[config.mk]
export PLATFORM = sky130hd
export DESIGN_NAME = pll_serial_host_flat
export DESIGN_NICKNAME = d
export VERILOG_FILES = /design/src/pll_pkg.sv /design/src/pll_link_if.sv /design/src/pll_serial_host.sv /design/src/flat_wrapper.sv
export VERILOG_INCLUDE_DIRS = /design/src
export SDC_FILE = /design/constraint.sdc
export NUM_CORES = 1
export LEC_CHECK = 0
export ABC_AREA = 1
export BUFFER_PORTS_ARGS = -buffer_cell sky130_fd_sc_hd__buf_2
export CORE_MARGIN = 5
export CORE_UTILIZATION = 45
export CTS_CLUSTER_SIZE = 30
export DETAILED_ROUTE_END_ITERATION = 8
export HOLD_SLACK_MARGIN = 0.1
export PLACE_DENSITY = 0.67
export SYNTH_ARGS = -nofsm -noshare
export SYNTH_HDL_FRONTEND = slang
export SYNTH_SLANG_ARGS = --single-unit
[constraint.sdc]
create_clock -name aclk -period 1.9 [get_ports aclk]
set_input_delay 0.38 -clock aclk [delete_from_list [all_inputs] [get_ports aclk]]
set_output_delay 0.38 -clock aclk [all_outputs]
set_load 0.03 [all_outputs]
[src/pll_regs.svh]
`ifndef PLL_REGS_SVH
`define PLL_REGS_SVH

// Division word and its fields
`define PLL_WORD_W        17
`define PLL_A_W           7
`define PLL_N_W           10
`define PLL_A_LSB         0
`define PLL_N_LSB         7
`define PLL_A_BIT7_IDX    6
`define PLL_N_MIN         10'h005
`define PLL_LATCH_RST     17'h00280

// Reference divider: log2 of the ratio for select codes 0..7
`define PLL_REF_SEL_W     3
`define PLL_REF_CNT_W     11
`define PLL_REF_LOG0      4'h3
`define PLL_REF_LOG1      4'h4
`define PLL_REF_LOG2      4'h6
`define PLL_REF_LOG3      4'h7
`define PLL_REF_LOG4      4'h8
`define PLL_REF_LOG5      4'h9
`define PLL_REF_LOG6      4'ha
`define PLL_REF_LOG7      4'hb

// Controller register map (byte addresses)
`define PLL_WORD_OFF      4'h0
`define PLL_CTRL_OFF      4'h4
`define PLL_STAT_OFF      4'h8
`define PLL_CTRL_GO_BIT   0
`define PLL_CTRL_PSEL_BIT 1
`define PLL_CTRL_SEL_LSB  2
`define PLL_STAT_BUSY_BIT 0
`define PLL_STAT_REF_BIT  1
`define PLL_WORD_RST      17'h00280
`define PLL_CTRL_RST      5'h00

// Link timing in controller clock cycles
`define PLL_SCLK_HALF     16
`define PLL_LOAD_CYCLES   64

`endif

[src/pll_pkg.sv]
`default_nettype none
package pll_pkg;
  `include "pll_regs.svh"

  typedef logic [`PLL_WORD_W-1:0]    word_t;
  typedef logic [`PLL_A_W-1:0]       swallow_t;
  typedef logic [`PLL_N_W-1:0]       prog_t;
  typedef logic [`PLL_REF_SEL_W-1:0] ref_sel_t;

  typedef enum logic [1:0]
  {
    ST_IDLE,
    ST_SHIFT,
    ST_LOAD
  } host_state_t;
endpackage
`default_nettype wire

[src/pll_link_if.sv]
`default_nettype none
interface pll_link_if;
  import pll_pkg::*;
  // Serial word transfer
  logic     serial_clk;
  logic     serial_data;
  logic     load_strobe;
  // Static reference ratio select
  ref_sel_t ref_ratio_sel;

  modport host
  (
    output serial_clk,
    output serial_data,
    output load_strobe,
    output ref_ratio_sel
  );

  modport device
  (
    input serial_clk,
    input serial_data,
    input load_strobe,
    input ref_ratio_sel
  );
endinterface
`default_nettype wire

[src/pll_serial_host.sv]
// Chosen here: the address map and the AXI4-Lite interface to the registers.
`default_nettype none
`include "pll_regs.svh"
module pll_serial_host
  import pll_pkg::*;
#(
  parameter int SCLK_HALF   = `PLL_SCLK_HALF,
  parameter int LOAD_CYCLES = `PLL_LOAD_CYCLES
)
(
  // Clock and reset
  input  wire logic        aclk,
  input  wire logic        aresetn,
  // AXI4-Lite write address and data
  input  wire logic        awvalid,
  output logic             awready,
  input  wire logic [3:0]  awaddr,
  input  wire logic        wvalid,
  output logic             wready,
  input  wire logic [31:0] wdata,
  input  wire logic [3:0]  wstrb,
  // AXI4-Lite write response
  output logic             bvalid,
  input  wire logic        bready,
  output logic [1:0]       bresp,
  // AXI4-Lite read
  input  wire logic        arvalid,
  output logic             arready,
  input  wire logic [3:0]  araddr,
  output logic             rvalid,
  input  wire logic        rready,
  output logic [31:0]      rdata,
  output logic [1:0]       rresp,
  // Prescaler modulus pair select
  output logic             prescaler_ratio_select,
  // Serial link to the synthesizer
  pll_link_if.host         link
);

  // Bus slave
  logic        aw_got_r, aw_got_nxt, w_got_r, w_got_nxt, bvalid_nxt, rvalid_nxt;
  logic [3:0]  awaddr_r, awaddr_nxt, waddr;
  logic [31:0] wdata_r, wdata_nxt, wd, rdata_nxt;
  logic [3:0]  wstrb_r, wstrb_nxt, ws;
  logic [1:0]  bresp_nxt, rresp_nxt;
  logic        wr_do;

  assign awready = !aw_got_r && !bvalid;
  assign wready  = !w_got_r && !bvalid;
  assign arready = !rvalid;
  assign waddr   = aw_got_r ? awaddr_r : awaddr;
  assign wd      = w_got_r ? wdata_r : wdata;
  assign ws      = w_got_r ? wstrb_r : wstrb;
  assign wr_do   = (aw_got_r || (awvalid && awready)) && (w_got_r || (wvalid && wready));

  // Controller state
  word_t       word_r, word_nxt, sh_r, sh_nxt;
  logic [4:0]  ctrl_r, ctrl_nxt;
  logic        refused_r, refused_nxt, go, psel_now;
  host_state_t st_r, st_nxt;
  logic [7:0]  div_r, div_nxt;
  logic [4:0]  bit_r, bit_nxt;
  logic        sclk_r, sclk_nxt, strobe_r, strobe_nxt;
  word_t       send_word;

  assign go = wr_do && waddr == `PLL_CTRL_OFF && ws[0] && wd[`PLL_CTRL_GO_BIT] && st_r == ST_IDLE;

  // In 64/65 mode the swallow value must stay below 64; a GO write that
  // switches the pair in the same beat must already send the cleared bit
  always_comb
  begin
    send_word = word_r;
    psel_now  = ctrl_r[`PLL_CTRL_PSEL_BIT];
    if (wr_do && waddr == `PLL_CTRL_OFF && ws[0])
    begin
      psel_now = wd[`PLL_CTRL_PSEL_BIT];
    end
    if (psel_now)
    begin
      send_word[`PLL_A_BIT7_IDX] = 1'b0;
    end
  end

  always_comb
  begin
    aw_got_nxt = aw_got_r;
    w_got_nxt  = w_got_r;
    awaddr_nxt = awaddr_r;
    wdata_nxt  = wdata_r;
    wstrb_nxt  = wstrb_r;
    bvalid_nxt = bvalid && !bready;
    bresp_nxt  = bresp;
    rvalid_nxt = rvalid && !rready;
    rdata_nxt  = rdata;
    rresp_nxt  = rresp;
    word_nxt   = word_r;
    ctrl_nxt   = ctrl_r;
    refused_nxt = refused_r;
    if (awvalid && awready)
    begin
      aw_got_nxt = 1'b1;
      awaddr_nxt = awaddr;
    end
    if (wvalid && wready)
    begin
      w_got_nxt = 1'b1;
      wdata_nxt = wdata;
      wstrb_nxt = wstrb;
    end
    if (wr_do)
    begin
      aw_got_nxt = 1'b0;
      w_got_nxt  = 1'b0;
      bvalid_nxt = 1'b1;
      bresp_nxt  = 2'h0;
      case (waddr)
        `PLL_WORD_OFF:
        begin
          if (ws[0]) word_nxt[7:0]   = wd[7:0];
          if (ws[1]) word_nxt[15:8]  = wd[15:8];
          if (ws[2]) word_nxt[16]    = wd[16];
        end
        `PLL_CTRL_OFF:
        begin
          if (ws[0]) ctrl_nxt = {wd[4:1], 1'b0};
        end
        `PLL_STAT_OFF:
        begin
          if (ws[0] && wd[`PLL_STAT_REF_BIT]) refused_nxt = 1'b0;
        end
        default: bresp_nxt = 2'h2;
      endcase
    end
    // Refusal set wins over a clear in the same cycle
    if (go && send_word[`PLL_N_LSB +: `PLL_N_W] < `PLL_N_MIN)
    begin
      refused_nxt = 1'b1;
    end
    if (arvalid && arready)
    begin
      rvalid_nxt = 1'b1;
      rresp_nxt  = 2'h0;
      case (araddr)
        `PLL_WORD_OFF: rdata_nxt = {15'h0000, word_r};
        `PLL_CTRL_OFF: rdata_nxt = {27'h0000000, ctrl_r};
        `PLL_STAT_OFF: rdata_nxt = {30'h00000000, refused_r, st_r != ST_IDLE};
        default:
        begin
          rdata_nxt = 32'h00000000;
          rresp_nxt = 2'h2;
        end
      endcase
    end
  end

  // Link sequencer: data moves on the falling serial edge, the device
  // samples on the rising one
  always_comb
  begin
    st_nxt     = st_r;
    div_nxt    = div_r;
    bit_nxt    = bit_r;
    sclk_nxt   = sclk_r;
    strobe_nxt = strobe_r;
    sh_nxt     = sh_r;
    case (st_r)
      ST_IDLE:
      begin
        if (go && send_word[`PLL_N_LSB +: `PLL_N_W] >= `PLL_N_MIN)
        begin
          sh_nxt  = send_word;
          div_nxt = 8'h00;
          bit_nxt = 5'h00;
          st_nxt  = ST_SHIFT;
        end
      end
      ST_SHIFT:
      begin
        div_nxt = div_r + 8'h01;
        if (div_r == 8'(SCLK_HALF - 1))
        begin
          div_nxt  = 8'h00;
          sclk_nxt = !sclk_r;
          if (sclk_r)
          begin
            sh_nxt  = {sh_r[`PLL_WORD_W-2:0], 1'b0};
            bit_nxt = bit_r + 5'h01;
            if (bit_r == 5'(`PLL_WORD_W - 1))
            begin
              strobe_nxt = 1'b1;
              st_nxt     = ST_LOAD;
            end
          end
        end
      end
      ST_LOAD:
      begin
        div_nxt = div_r + 8'h01;
        if (div_r == 8'(LOAD_CYCLES - 1))
        begin
          strobe_nxt = 1'b0;
          st_nxt     = ST_IDLE;
        end
      end
      default: st_nxt = ST_IDLE;
    endcase
  end

  always_ff @(posedge aclk)
  begin
    if (!aresetn)
    begin
      aw_got_r  <= 1'b0;
      w_got_r   <= 1'b0;
      awaddr_r  <= 4'h0;
      wdata_r   <= 32'h00000000;
      wstrb_r   <= 4'h0;
      bvalid    <= 1'b0;
      bresp     <= 2'h0;
      rvalid    <= 1'b0;
      rdata     <= 32'h00000000;
      rresp     <= 2'h0;
      word_r    <= `PLL_WORD_RST;
      ctrl_r    <= `PLL_CTRL_RST;
      refused_r <= 1'b0;
      st_r      <= ST_IDLE;
      div_r     <= 8'h00;
      bit_r     <= 5'h00;
      sclk_r    <= 1'b0;
      strobe_r  <= 1'b0;
      sh_r      <= `PLL_WORD_RST;
    end
    else
    begin
      aw_got_r  <= aw_got_nxt;
      w_got_r   <= w_got_nxt;
      awaddr_r  <= awaddr_nxt;
      wdata_r   <= wdata_nxt;
      wstrb_r   <= wstrb_nxt;
      bvalid    <= bvalid_nxt;
      bresp     <= bresp_nxt;
      rvalid    <= rvalid_nxt;
      rdata     <= rdata_nxt;
      rresp     <= rresp_nxt;
      word_r    <= word_nxt;
      ctrl_r    <= ctrl_nxt;
      refused_r <= refused_nxt;
      st_r      <= st_nxt;
      div_r     <= div_nxt;
      bit_r     <= bit_nxt;
      sclk_r    <= sclk_nxt;
      strobe_r  <= strobe_nxt;
      sh_r      <= sh_nxt;
    end
  end

  assign link.serial_clk        = sclk_r;
  assign link.serial_data       = sh_r[`PLL_WORD_W-1];
  assign link.load_strobe       = strobe_r;
  assign link.ref_ratio_sel     = ctrl_r[`PLL_CTRL_SEL_LSB +: `PLL_REF_SEL_W];
  assign prescaler_ratio_select = ctrl_r[`PLL_CTRL_PSEL_BIT];

endmodule // pll_serial_host
`default_nettype wire

[src/flat_wrapper.sv]
// flat-port wrapper written by rule: the top's interface ports become plain ports
module pll_serial_host_flat import pll_pkg::*;
#(
  parameter int SCLK_HALF   = `PLL_SCLK_HALF,
  parameter int LOAD_CYCLES = `PLL_LOAD_CYCLES
)
  (aclk, aresetn, awvalid, awready, awaddr, wvalid, wready, wdata, wstrb, bvalid, bready, bresp, arvalid, arready, araddr, rvalid, rready, rdata, rresp, prescaler_ratio_select, link_serial_clk, link_serial_data, link_load_strobe, link_ref_ratio_sel);
  pll_link_if link_i ();
  input  wire logic aclk;
  input  wire logic aresetn;
  input  wire logic awvalid;
  output logic awready;
  input  wire logic [3:0] awaddr;
  input  wire logic wvalid;
  output logic wready;
  input  wire logic [31:0] wdata;
  input  wire logic [3:0] wstrb;
  output logic bvalid;
  input  wire logic bready;
  output logic [1:0] bresp;
  input  wire logic arvalid;
  output logic arready;
  input  wire logic [3:0] araddr;
  output logic rvalid;
  input  wire logic rready;
  output logic [31:0] rdata;
  output logic [1:0] rresp;
  output logic prescaler_ratio_select;
  output wire logic [$bits(link_i.serial_clk)-1:0] link_serial_clk;
  output wire logic [$bits(link_i.serial_data)-1:0] link_serial_data;
  output wire logic [$bits(link_i.load_strobe)-1:0] link_load_strobe;
  output wire logic [$bits(link_i.ref_ratio_sel)-1:0] link_ref_ratio_sel;
  assign link_serial_clk = link_i.serial_clk;
  assign link_serial_data = link_i.serial_data;
  assign link_load_strobe = link_i.load_strobe;
  assign link_ref_ratio_sel = link_i.ref_ratio_sel;
  pll_serial_host #(.SCLK_HALF(SCLK_HALF), .LOAD_CYCLES(LOAD_CYCLES)) u_core (.aclk(aclk), .aresetn(aresetn), .awvalid(awvalid), .awready(awready), .awaddr(awaddr), .wvalid(wvalid), .wready(wready), .wdata(wdata), .wstrb(wstrb), .bvalid(bvalid), .bready(bready), .bresp(bresp), .arvalid(arvalid), .arready(arready), .araddr(araddr), .rvalid(rvalid), .rready(rready), .rdata(rdata), .rresp(rresp), .prescaler_ratio_select(prescaler_ratio_select), .link(link_i));
endmodule
==> reports/metrics.yaml <==
post-route-util: 0.519
drc: 0
fmax_ghz: 0.576
io_pins: 99
clockBufferDepth: 2
rr_worst_depth: 9
hp-class: "input pin to flop"
antenna_left: 0
syn_area_mm2: 0.00490
htreeDepth: 3
drt_first_pass_iters: 5
die_area_mm2: 0.0131
worst_ep_required_time_ns: 2.15
initial_core_util: 0.456
fin_ws_ns: 0.164
diodes: 0
leakagePower_nw: 2.40
rows: 38
wl_per_cell_um: 12.6
switching_share: 0.349
cp_data_arrival_time_ns: 1.99
gp_congestion: 0.889
track_usage: 0.175
die_y_um: 114
peakVddDrop_mv: 0.456
regToRegStartpoint: "u_core.div_r[0]"
via_per_inst: 4.96
vias: 4542
grt_pass1_vias: 4320
rr_endpoint: "u_core.bit_r[1]"
p_per_area_mw_per_mm2: 919
internal_power_mw: 3.33
comb_power_share: 0.249
grt_overflow: 0
hp-start: "awaddr[0]"
min_period_over_period: 0.914
p_switching_mw: 1.79
synth_cell_type_count: 36
final_hold_viol_count: 0
crit_type: "flop to flop"
final.setup_skew_ns: 0.0110
ys_ff_latch: 103
dpl.hpwl_mm: 8.30
synth.avg_cell_area_um2: 6.91
antenna_found_initial: 0
drt_iter0_markers: 186
cap_violations: 0
port_buffers: 65
preCtsSetupSlack_ns: -0.0265
hold_path_end: "u_core.awaddr_r[0]"
min_period_ns: 1.74
syn2layout_area_growth_pct: 13.7
drive_gt1_frac: 0.159
yosysSeqAreaShare: 0.421
yosys_warnings: 0
grt_first_pass_wirelength_mm: 19.0
drv_slew: 0
critPathMaxFanout: 11
holdPathStages: 3
syn_inst: 710
grt_start_max_net_pins: 54
insertion_delay_ns: 0.37
routed_wl_mm: 11.5
seqPwrFrac: 0.467
fin_nets: 828
die_x_um: 114
numCtsBuffers: 9
rsz0062_at_grt: "no"
finalSetupViolCount: 0
start_kind: "flop"
clk_pin_slew_ns: 0.10
clock_power_share: 0.284
clockRootBuffer: "clkbuf_8"
slew_headroom: 0.614
cp-end-kind: "flop"
core_mm2: 0.0107
cts_tree: "yes"
r2r_slack_ns: 0.16
status: "finished clean"
power_mw: 5.12
cts.sinks: 103
worst_pin_slew_ns: 0.575
==> Yosys cell counts, drive strengths merged <==
master	n	area (um^2)
o21bai	1	11.3
nand3	45	240
or2	2	12.5
nor3	5	25.0
a21oi	70	350
o211ai	3	22.5
xor2	6	52.6
nor2	79	307
o221ai	1	8.76
conb	1	3.75
ha	6	75.1
nand4	3	18.8
inv	61	229
a31oi	3	18.8
clkbuf	22	82.6
clkinv	1	3.75
dfxtp	103	2060
o21ai	78	390
o22ai	4	25.0
nand3b	2	15.0
o21a	1	7.51
xnor2	1	8.76
a211oi	1	7.51
buf	31	230
nand2	180	696
==> layout make-up <==
class / count / area (um^2)
repair buffers: 87 / 515
fillers: 1102 / 5170
flip-flops and latches: 103 / 2060
multi-input cells: 508 / 2370
well taps: 140 / 175
clock inverters: 7 / 88.8
inverters: 62 / 233
clock buffers: 9 / 124
==> placed cells by master (no fill, tap or decap), types with 4 or more instances in the layout <==
cell      netlist  routed
nand2_1       176     175
dfxtp_1       103     101
nor2_1         77      76
o21ai_0        75      75
a21oi_1        70      70
buf_2           7      65
inv_1          59      58
nand3_1        42      42
buf_4          18      20
conb_1          1      17
clkbuf_8        0       9
xor2_1          6       6
ha_1            6       6
nor3_1          5       5
o22ai_1         4       4
==> power groups by stage <==
stage	Sequential [mW]	Clock, mW	Combinational, mW
floorplan	2.49	0	0.872
detailed placement	2.44	0	1.25
finish	2.39	1.45	1.28
global placement	2.43	0	1.21
CTS	2.39	1.49	1.25
global route	2.41	1.58	1.43
==> critical path, cell delays in order, from the launching register on <==
cell	delay, ns
dfxtp_1	0.39
ha_1	0.21
nand3_1	0.16
nor2_1	0.19
a21oi_1	0.13
inv_2	0.14
buf_4	0.20
nand3_1	0.09
nand2_1	0.07
nor2_1	0.03
==> per-layer routing <==
layer | GRT usage | routed length [um] | vias up
li1 | - | - | 2372
met1 | 0.222 | 5410 | 2043
met2 | 0.298 | 5400 | 111
met3 | 0.0254 | 527 | 16
met4 | 0.0689 | 174 | 0
met5 | 0 | 0 | -
==> worst max-delay path by stage <==
stage          depth (start not counted)       startpoint  slack, ns                  to
6_report                               9  u_core.div_r[0]       0.16     u_core.bit_r[1]
2_1_floorplan                          5    u_core.bvalid       0.19  u_core.wdata_r[10]
3_5_place_dp                           9   u_core.w_got_r      -0.03     u_core.div_r[1]
3_3_place_gp                           9   u_core.w_got_r       0.02   u_core.word_r[13]
4_1_cts                               11  u_core.aw_got_r       0.05     u_core.div_r[1]
5_1_grt                                9  u_core.div_r[0]       0.02     u_core.bit_r[1]
==> cells by family (layout without fill, tap and decap cells) <==
family,count (synthesis),in the layout,synth area share
and+or+nand+nor,316,316,0.268
AOI/OAI and AO/OA,162,162,0.172
buffers and inverters,115,165,0.111
DFF,103,103,0.421
xor gates and xnor gates,7,7,0.0125
adders and majority gates,6,6,0.0153
other,1,17,0.000765
==> repair_timing <==
action | CTS | global route
hold buffers | 0 | 0
pin swaps | 0 | 1
resized for setup | 1 | 6
endpoints found under the setup margin | 6 | 29
buffers inserted | 0 | 1
==> metrics by stage <==
step | area, um^2 | setup TNS, ns | hold slack [ns] | instances
finish | 5570 | 0 | 0.259 | 916
global route | 5570 | 0 | 0.250 | 916
CTS | 5550 | 0 | 0.238 | 915
detailed placement | 5330 | -0.0404 | 0.450 | 899
global placement | 5330 | 0 | 0.443 | 899
floorplan | 4960 | 0 | 0.429 | 726
==> flip-flops by register name, summed over array words and instances, names as in the netlist, 2 cells and up <==
signal,cells
u_core.sh_r,17
u_core.bit_r,5
u_core.rdata,17
u_core.div_r,8
u_core.word_r,17
u_core.st_r,2
u_core.wstrb_r,3
u_core.wdata_r,17
u_core.awaddr_r,4
u_core.ctrl_r,4
No activity file was read; power rests on OpenSTA's default activity.
